<file path="src/include/plc_pkg.sv">
// ============================================================
// Shared constants and types of the pulse-count programmer.
package plc_pkg;

    // ========================================================
    // Clock and times.
    localparam int CLK_PERIOD_NS  = 40;
    localparam int PULSE_MIN_NS   = 200;
    localparam int PULSE_MAX_US   = 100;
    localparam int OFF_TIME_US    = 1500;
    localparam int PDN_DELAY_MS   = 1;
    localparam int GAP_MAX_US     = 1000;
    localparam int QUAL_DELAY_US  = 400;

    // Least times round up, longest times round down.
    localparam int FLT_CYC   = (PULSE_MIN_NS + CLK_PERIOD_NS - 1) / CLK_PERIOD_NS;
    localparam int PULSE_CYC = (PULSE_MAX_US * 1000) / CLK_PERIOD_NS;
    localparam int OFF_CYC   = (OFF_TIME_US * 1000 + CLK_PERIOD_NS - 1) / CLK_PERIOD_NS;
    localparam int PDN_CYC   = (PDN_DELAY_MS * 1000000) / CLK_PERIOD_NS;
    localparam int GAP_CYC   = (GAP_MAX_US * 1000) / CLK_PERIOD_NS;
    localparam int QUAL_CYC  = (QUAL_DELAY_US * 1000) / CLK_PERIOD_NS;

    // ========================================================
    // Counter widths, terminal values and register map.
    localparam int LOW_W = 17;
    localparam int HI_W  = 15;
    localparam logic [2:0]      FLT_LAST   = 3'(FLT_CYC - 1);
    localparam logic [HI_W-1:0] PULSE_LAST = HI_W'(PULSE_CYC - 1);
    localparam logic [HI_W-1:0] HI_SAT     = 15'h7FFF;
    localparam logic [4:0]      ADDR_FIRST = 5'h01;
    localparam logic [4:0]      ADDR_LAST  = 5'h06;
    localparam logic [4:0]      ADDR_LOCK  = 5'h06;
    localparam logic [4:0]      LOCK_SET_PULSES = 5'h01;
    localparam logic [3:0]      CODE_RESET = 4'h0;

    // ========================================================
    // Types.
    typedef enum logic [1:0] {
        ST_ADDR,
        ST_ADDR_CNT,
        ST_DATA_WAIT,
        ST_DATA_CNT
    } plc_state_t;

    typedef enum logic [1:0] {
        MODE_1X,
        MODE_1P33X,
        MODE_1P5X,
        MODE_2X
    } plc_mode_t;

    typedef struct packed {
        logic       current_range_select;
        logic       bank_a_on;
        logic       bank_b_on;
        logic       bank_c_on;
        logic [3:0] global_code;
        logic [3:0] bank_a_code;
        logic [3:0] bank_b_code;
        logic [3:0] bank_c_code;
        logic       downshift_lockout;
    } plc_regs_t;

endpackage

</file>
<file path="src/hdl/plc_ctrl.sv">
`timescale 1ns/100ps
// Functional notes
// - First high level from shutdown enables device with all currents zero.
// - Line low longer than shutdown time starts shutdown; it proceeds even if the line returns high.
// - Power-down completes one millisecond later, clearing registers and sinks.
// - Falling edges are counted; N address pulses select register N, one to six.
// - Pulse phases lie between 200 ns and 100 us; shorter glitches ignored.
// - No data edge within 1000 us abandons transaction, back to address wait.
// - Selecting a register clears it; it stays zero without data.
// - Programming sequencer starts in the address-waiting state.
// - Six registers: five of four bits, one of one bit.
// - Low supply disables all channels and resets every register.
// - In shutdown every sink output is off, high impedance.
// - Pump starts in 1x and stays while regulation holds.
// - Regulation failure in 1x steps to 1.33x after the qualification delay.
// - Continued failure steps to 1.5x then 2x, one step per delay.
// - Sufficient supply returns directly to 1x; no other downward step.
// - Register one bit 3 selects high range; zero divides currents by eight.
// - Register one bits 2..0 enable banks A, B, C.
// - Lockout bit set by one pulse, cleared otherwise; blocks return to 1x.
// - Addressing register six resets the pump to 1x.
module plc_ctrl #(
    parameter int OFF_CYC  = plc_pkg::OFF_CYC,
    parameter int PDN_CYC  = plc_pkg::PDN_CYC,
    parameter int GAP_CYC  = plc_pkg::GAP_CYC,
    parameter int QUAL_CYC = plc_pkg::QUAL_CYC
) (
    // Clock, reset, enable
    input  wire logic                sys_clk,
    input  wire logic                rstn,
    input  wire logic                ce,
    // Pins and analog status, asynchronous
    input  wire logic                prog_pin,
    input  wire logic                low_supply_lockout,
    input  wire logic                reg_ok,
    input  wire logic                supply_1x_ok,
    // Outputs
    output logic                     device_on,
    output logic [5:0]               led_sink_outputs,
    output plc_pkg::plc_regs_t       cfg_regs,
    output plc_pkg::plc_mode_t       pump_mode
);

    localparam logic [plc_pkg::LOW_W-1:0] OFF_LAST = plc_pkg::LOW_W'(OFF_CYC - 1);
    localparam logic [plc_pkg::LOW_W-1:0] PDN_LAST = plc_pkg::LOW_W'(PDN_CYC - 1);
    localparam logic [plc_pkg::HI_W-1:0]  GAP_LAST = plc_pkg::HI_W'(GAP_CYC - 1);

    function automatic logic [3:0] burst_code(input logic [4:0] pulses);
        burst_code = 4'h0 - pulses[3:0];
    endfunction

    // ========================================================
    // Input synchronisers.
    logic [3:0] sync1;
    logic [3:0] sync2;
    wire  [3:0] raw_in = {supply_1x_ok, reg_ok, low_supply_lockout, prog_pin};

    always_ff @(posedge sys_clk) begin
        if (!rstn) begin
            sync1 <= 4'h0;
            sync2 <= 4'h0;
        end else if (ce) begin
            sync1 <= raw_in;
            sync2 <= sync1;
        end
    end

    wire prog_s   = sync2[0];
    wire low_supply_lockout_s   = sync2[1];
    wire reg_ok_s = sync2[2];
    wire sup1x_s  = sync2[3];

    // ========================================================
    // Glitch filter: a new level must stand for the minimum pulse time.
    logic       prog_lvl;
    logic [2:0] flt_cnt;

    wire flt_take = ce && (prog_s != prog_lvl) && (flt_cnt == plc_pkg::FLT_LAST);
    wire lvl_fall = flt_take && prog_lvl;
    wire lvl_rise = flt_take && !prog_lvl;

    always_ff @(posedge sys_clk) begin
        if (!rstn) begin
            prog_lvl <= 1'b0;
            flt_cnt  <= 3'h0;
        end else if (ce) begin
            flt_cnt <= (prog_s == prog_lvl || flt_take) ? 3'h0 : flt_cnt + 3'h1;
            if (flt_take) prog_lvl <= prog_s;
        end
    end

    // ========================================================
    // Enable and shutdown timing.
    logic                      pdn_pending;
    logic [plc_pkg::LOW_W-1:0] low_cnt;

    wire shut_now  = ce && device_on && pdn_pending && (low_cnt == PDN_LAST);
    wire clear_all = shut_now || low_supply_lockout_s || !device_on;
    wire active    = device_on && !low_supply_lockout_s;

    always_ff @(posedge sys_clk) begin
        if (!rstn) begin
            device_on   <= 1'b0;
            pdn_pending <= 1'b0;
            low_cnt     <= '0;
        end else if (ce) begin
            if (!device_on) begin
                pdn_pending <= 1'b0;
                low_cnt     <= '0;
                device_on   <= prog_lvl;
            end else if (pdn_pending) begin
                if (low_cnt == PDN_LAST) device_on <= 1'b0;
                low_cnt <= low_cnt + 1'b1;
            end else if (prog_lvl) begin
                low_cnt <= '0;
            end else if (low_cnt == OFF_LAST) begin
                pdn_pending <= 1'b1;
                low_cnt     <= '0;
            end else begin
                low_cnt <= low_cnt + 1'b1;
            end
        end
    end

    // ========================================================
    // Programming sequencer.
    plc_pkg::plc_state_t      state;
    plc_pkg::plc_state_t      next_state;
    logic [4:0]               pcount;
    logic [2:0]               addr;
    logic [plc_pkg::HI_W-1:0] hi_cnt;

    wire hi_done    = prog_lvl && (hi_cnt == plc_pkg::PULSE_LAST);
    wire addr_end   = (state == plc_pkg::ST_ADDR_CNT) && hi_done;
    wire data_end   = (state == plc_pkg::ST_DATA_CNT) && hi_done;
    wire gap_end    = (state == plc_pkg::ST_DATA_WAIT) && prog_lvl && (hi_cnt == GAP_LAST);
    wire addr_valid = (pcount >= plc_pkg::ADDR_FIRST) && (pcount <= plc_pkg::ADDR_LAST);
    wire addr_sel   = ce && addr_end && addr_valid && !clear_all;
    wire commit     = ce && data_end && !clear_all;
    wire burst_new  = (state == plc_pkg::ST_ADDR) || (state == plc_pkg::ST_DATA_WAIT);
    wire restart    = addr_sel && (pcount == plc_pkg::ADDR_LOCK);

    always_comb begin
        next_state = state;
        case (state)
            plc_pkg::ST_ADDR: begin
                if (lvl_fall) next_state = plc_pkg::ST_ADDR_CNT;
            end
            plc_pkg::ST_ADDR_CNT: begin
                if (addr_end) next_state = addr_valid ? plc_pkg::ST_DATA_WAIT : plc_pkg::ST_ADDR;
            end
            plc_pkg::ST_DATA_WAIT: begin
                if (lvl_fall) next_state = plc_pkg::ST_DATA_CNT;
                else if (gap_end) next_state = plc_pkg::ST_ADDR;
            end
            plc_pkg::ST_DATA_CNT: begin
                if (data_end) next_state = plc_pkg::ST_ADDR;
            end
            default: next_state = plc_pkg::ST_ADDR;
        endcase
        if (clear_all) next_state = plc_pkg::ST_ADDR;
    end

    always_ff @(posedge sys_clk) begin
        if (!rstn) begin
            state  <= plc_pkg::ST_ADDR;
            pcount <= 5'h00;
            addr   <= 3'h0;
            hi_cnt <= '0;
        end else if (ce) begin
            state <= next_state;
            if (clear_all) pcount <= 5'h00;
            else if (lvl_fall) pcount <= burst_new ? 5'h01 : pcount + 5'h01;
            if (addr_sel) addr <= pcount[2:0];
            if (!prog_lvl || lvl_rise) hi_cnt <= '0;
            else if (hi_cnt != plc_pkg::HI_SAT) hi_cnt <= hi_cnt + 1'b1;
        end
    end

    // ========================================================
    // Register file: five four-bit codes and the lockout bit.
    logic [3:0] code_q [1:5];
    logic       lockout_q;
    wire        lock_load = commit && (addr == plc_pkg::ADDR_LOCK[2:0]);

    for (genvar i = 1; i <= 5; i++) begin : g_code
        always_ff @(posedge sys_clk) begin
            if (!rstn) begin
                code_q[i] <= plc_pkg::CODE_RESET;
            end else if (ce) begin
                if (clear_all) code_q[i] <= plc_pkg::CODE_RESET;
                else if (addr_sel && pcount == 5'(i)) code_q[i] <= plc_pkg::CODE_RESET;
                else if (commit && addr == 3'(i)) code_q[i] <= burst_code(pcount);
            end
        end
    end

    always_ff @(posedge sys_clk) begin
        if (!rstn) begin
            lockout_q <= 1'b0;
        end else if (ce) begin
            if (clear_all || restart) lockout_q <= 1'b0;
            else if (lock_load) lockout_q <= (pcount == plc_pkg::LOCK_SET_PULSES);
        end
    end

    assign cfg_regs = {code_q[1], code_q[2], code_q[3], code_q[4], code_q[5], lockout_q};

    // ========================================================
    // Sink enables, two channels per bank, A in the low bits.
    wire [5:0] next_sinks = active ? {{2{cfg_regs.bank_c_on}},
                                      {2{cfg_regs.bank_b_on}},
                                      {2{cfg_regs.bank_a_on}}} : 6'h00;

    always_ff @(posedge sys_clk) begin
        if (!rstn) led_sink_outputs <= 6'h00;
        else if (ce) led_sink_outputs <= next_sinks;
    end

    plc_pump #(
        .QUAL_CYC     (QUAL_CYC)
    ) u_pump (
        .sys_clk      (sys_clk),
        .rstn         (rstn),
        .ce           (ce),
        .run          (active),
        .restart      (restart),
        .lockout      (lockout_q),
        .reg_ok       (reg_ok_s),
        .supply_1x_ok (sup1x_s),
        .mode         (pump_mode)
    );
endmodule

</file>
<file path="src/hdl/plc_pump.sv">
`timescale 1ns/100ps
// ============================================================
// Charge-pump mode stepper.
module plc_pump #(
    parameter int QUAL_CYC = plc_pkg::QUAL_CYC
) (
    // Clock, reset, enable
    input  wire logic            sys_clk,
    input  wire logic            rstn,
    input  wire logic            ce,
    // Control
    input  wire logic            run,
    input  wire logic            restart,
    input  wire logic            lockout,
    input  wire logic            reg_ok,
    input  wire logic            supply_1x_ok,
    // Mode
    output plc_pkg::plc_mode_t   mode
);

    localparam logic [plc_pkg::LOW_W-1:0] QUAL_LAST = plc_pkg::LOW_W'(QUAL_CYC - 1);

    logic [plc_pkg::LOW_W-1:0] qual_cnt;
    plc_pkg::plc_mode_t        next_mode;

    wire hold_1x = !run || restart;
    wire back_1x = supply_1x_ok && !lockout && (mode != plc_pkg::MODE_1X);
    wire step_up = !reg_ok && (mode != plc_pkg::MODE_2X) && (qual_cnt == QUAL_LAST);
    wire qual_clr = hold_1x || reg_ok || back_1x || step_up || (mode == plc_pkg::MODE_2X);

    // ========================================================
    // Mode selection.
    always_comb begin
        next_mode = mode;
        if (hold_1x || back_1x) begin
            next_mode = plc_pkg::MODE_1X;
        end else if (step_up) begin
            case (mode)
                plc_pkg::MODE_1X:    next_mode = plc_pkg::MODE_1P33X;
                plc_pkg::MODE_1P33X: next_mode = plc_pkg::MODE_1P5X;
                plc_pkg::MODE_1P5X:  next_mode = plc_pkg::MODE_2X;
                default:             next_mode = plc_pkg::MODE_2X;
            endcase
        end
    end

    always_ff @(posedge sys_clk) begin
        if (!rstn) begin
            mode     <= plc_pkg::MODE_1X;
            qual_cnt <= '0;
        end else if (ce) begin
            mode     <= next_mode;
            qual_cnt <= qual_clr ? '0 : qual_cnt + 1'b1;
        end
    end
endmodule

</file>
<file path="config.mk">
export PLATFORM = sky130hd
export DESIGN_NAME = plc_ctrl
export DESIGN_NICKNAME = d
export VERILOG_FILES = /design/src/include/plc_pkg.sv /design/src/hdl/plc_ctrl.sv /design/src/hdl/plc_pump.sv
export SDC_FILE = /design/constraint.sdc
export NUM_CORES = 1
export LEC_CHECK = 0
export BUFFER_PORTS_ARGS = -buffer_cell sky130_fd_sc_hd__buf_2
export CAP_MARGIN = 20
export CORE_MARGIN = 2
export CORE_UTILIZATION = 35
export DETAILED_ROUTE_END_ITERATION = 8
export PLACE_DENSITY_LB_ADDON = 0.15
export SLEW_MARGIN = 20
export SYNTH_ARGS = -nofsm -noshare
export SYNTH_HDL_FRONTEND = slang
export SYNTH_SLANG_ARGS = --single-unit
</file>
<file path="constraint.sdc">
create_clock -name sys_clk -period 2.7 [get_ports sys_clk]
set_input_delay 0.675 -clock sys_clk [delete_from_list [all_inputs] [get_ports sys_clk]]
set_output_delay 0.675 -clock sys_clk [all_outputs]
set_load 0.01 [all_outputs]
</file>
==> impl_results.md <==
* Area Overhead vs Synth at 17.2%
* # setup viols final at 0
* Routed vias at ~4500
* Row cnt at 44
* Slew HR at 52.7%
* CTS root buffer: clkbuf_16
* Commonest non-fill, non-tap cells in the layout: 80 x nor2_1, 79 x dfxtp_1, 44 x nand2_1
* RSZ-0062 raised after global routing: no
* Max FO, Critical Path at 6
* Pins over their slew limit at 0
* Distinct cells, synth at between 60 and 70
* Asr flop ratio synth at 0%
* Sw Share at 23.0%
* DIE AREA at 15700 um^2
* Final hold violation count at 0
* Syn nets at 607
* CP Data Required Time at approximately 2800 ps
* Clock share of power at 45.0%
* Layout cells sized above 1 at 16.7%
* Clk buf depth at 2
* Int Pwr at ~2.4 mW
* First-pass GRT wire length at about 21 mm
* Post-DRT Antenna Nets at 0
* Final core occ at between 40% and 50%
* Starting Density at roughly 36%
* Number of diodes at 0
* Synth Area per Inst at about 8.7 um^2
* Antenna violations before repair at 0
* Fin crit period at approximately 2600 ps
* CTS clock-pin slew for the worst setup and hold paths at 70 ps
* Hold/Removal Path Class: flip-flop to flip-flop
* Worst slew pin tran at between 700 and 800 ps
* Worst-Skew Late Latency at ~360 ps
* Crit Path Category: flip-flop to flip-flop
* Dpl hpwl at roughly 9.5 mm
* Tot Pwr at 3.08 mW
* Dpl cell area at 5710 um^2
* Cts bufs inserted at 9
* Vias per Instance at ~5.4
* Warnings, synthesis at 0
* Critical path capture point type: flip-flop
* Htree depth at 3
* Fmax achieved at between 0.3 and 0.4 GHz
* Leading cell type in the layout, fill and taps excluded: nor2_1
* Max Cap Viol at 0
* Seq pwr share at around half
* Final setup TNS at 0 ps
* Post-Layout Inst Area at 6040 um^2
* Horiz. Die Dim at 125 um
* Final wirelength at 12.8 mm
* Post-synth top flop: dfxtp_1
* IO Port Bufs at 36
* Footprint of the multi-input gates at around 2700 um^2
* I/O pin count at 37
* Static leakage at about 2.1 nW
* Fin worst setup slack at approximately 150 ps
* Total GRT Usage at between 10% and 20%
* Pre-CTS WS at -13.8 ps
* Largest net degree at the start of global routing at 31
* Drt wl/cell at roughly 15 um
* Sequential share of the synthesized area at roughly 42%
* Post-Synthesis Cells at ~600
* WP data arrival at about 2700 ps
* Gp weighted congestion at ~0.84
* Remaining Overflow, GRT at 0
* Register bit total from synthesis at 99
* Worst clock skew at 9.01 ps
* Combinational Power Share at approximately 5%
* Final Cycle Share at 94.6%
* DRC violations left at 0
* Power Density at about 510 nW/um^2
* Filler instances at between 1000 and 1500
* Die Ht at ~130 um
* Area of the core at roughly 14000 um^2
* Number of synthesized flops with an enable pin at 20
* Nature of the critical path startpoint: flip-flop
* Vias in the first global route at ~4300
* Setup slack, reg-to-reg at about 150 ps
* CTS tree: yes
* P_sw at ~0.7 mW
* DR iter-0 viols at 235
* Status: finished, final reports clean
* 1st-pass router iterations at 5
* Maximum VDD drop at about 300 uV
* Nets at 664
* FF/Latch Area at ~2200 um^2
* Synth Cell Area at roughly 5200 um^2
* Clock Sinks at 99
-- sequential cells by signal (all words and copies together), names as in the netlist, 2 cells and up --
register / cells
code_q: 20
low_cnt: 17
u_pump.qual_cnt: 17
hi_cnt: 15
pcount: 5
sync1: 4
sync2: 4
addr: 3
flt_cnt: 3
led_sink_outputs: 3
state: 2
u_pump.mode: 2
-- power groups by stage --
stage	sequential, mW	clock, mW	combinational (mW)
6_report	1.54	1.39	0.153
3_3_place_gp	1.57	0	0.150
2_1_floorplan	1.58	0	0.0832
5_1_grt	1.54	1.48	0.168
3_5_place_dp	1.57	0	0.153
4_1_cts	1.54	1.43	0.154
-- worst max-delay path, cell delays in order, from the launching register on --
cell      delay, ps
dfxtp_1         360
or4_4           550
or4_4           560
o211ai_1        310
or4_4           220
o311ai_0        130
buf_4           200
-- path summary, 6_finish.rpt --
check | to | startpoint | cells past startpoint
min | low_cnt[16] | low_cnt[16] | 1
max | code_q[0][13] | low_cnt[6] | 6
min reg2reg | low_cnt[16] | low_cnt[16] | 1
max reg2reg | code_q[0][13] | low_cnt[6] | 6
-- through the flow --
stage,cells,hold WS (ps)
2_1_floorplan,591,434
3_3_place_gp,821,454
3_5_place_dp,821,467
4_1_cts,837,478
5_1_grt,837,512
6_report,837,476
-- kinds of logic after synthesis --
| kind of cell | Yosys count | synth area share [%] |
|---|---|---|
| simple gates | 281 | 29.5 |
| compound gates | 105 | 13.7 |
| flops | 99 | 42.3 |
| buf+inv | 55 | 4.88 |
| xor+xnor | 29 | 4.92 |
| mux | 13 | 2.52 |
| fa+ha+maj | 9 | 2.18 |
-- Yosys cell counts, drive strengths merged, types with 3 or more instances --
| cell | instances | share of area (%) |
|---|---|---|
| nor2 | 80 | 5.8 |
| mux2i | 13 | 2.5 |
| ha | 9 | 2.2 |
| o22ai | 3 | 0.36 |
| xnor2 | 16 | 2.7 |
| and3 | 7 | 0.87 |
| nor4 | 13 | 1.9 |
| o211ai | 8 | 1.2 |
| nand3 | 34 | 3.3 |
| clkbuf | 17 | 1.3 |
| nand2b | 7 | 0.85 |
| xor2 | 13 | 2.2 |
| a31oi | 19 | 2.3 |
| nand3b | 9 | 1.3 |
| dfxtp | 79 | 31 |
| a32o | 3 | 0.58 |
| nand4b | 3 | 0.51 |
| o21ai | 21 | 2.1 |
| or4 | 8 | 1.5 |
| nor2b | 3 | 0.36 |
| a211oi | 8 | 1.2 |
| a22oi | 4 | 0.68 |
| nor4b | 3 | 0.63 |
| nor3 | 18 | 2.0 |
| a21oi | 19 | 1.8 |
| inv | 25 | 1.8 |
| nand4 | 19 | 2.3 |
| or3 | 12 | 1.5 |
| buf | 11 | 1.6 |
| and4 | 7 | 1.2 |
| nand2 | 44 | 3.2 |
| edfxtp | 20 | 12 |
-- layer usage --
layer  vias to the layer above  track usage [%]  routed length [um]
met3                        11             4.11                 595
li1                       2286                -                   -
met4                         0             5.75                 174
met5                         -                0                   0
met2                       111             26.4                5890
met1                      2132             22.5                6120
-- layout make-up --
class / count / area share, %
multi-input combinational: 437 / 45.4
sequential: 99 / 36.1
timing repair buffer: 74 / 7.70
clock buffer: 11 / 4.22
tap: 184 / 3.81
inverter: 27 / 1.68
clock inverter: 5 / 1.08
-- timing repair --
item,CTS,global route
setup buffers,0,0
hold endpoints to repair,0,0
hold buffers,0,0
setup endpoints to repair,0,16
resized for setup,0,2
No activity file was read; power rests on OpenSTA's default activity.
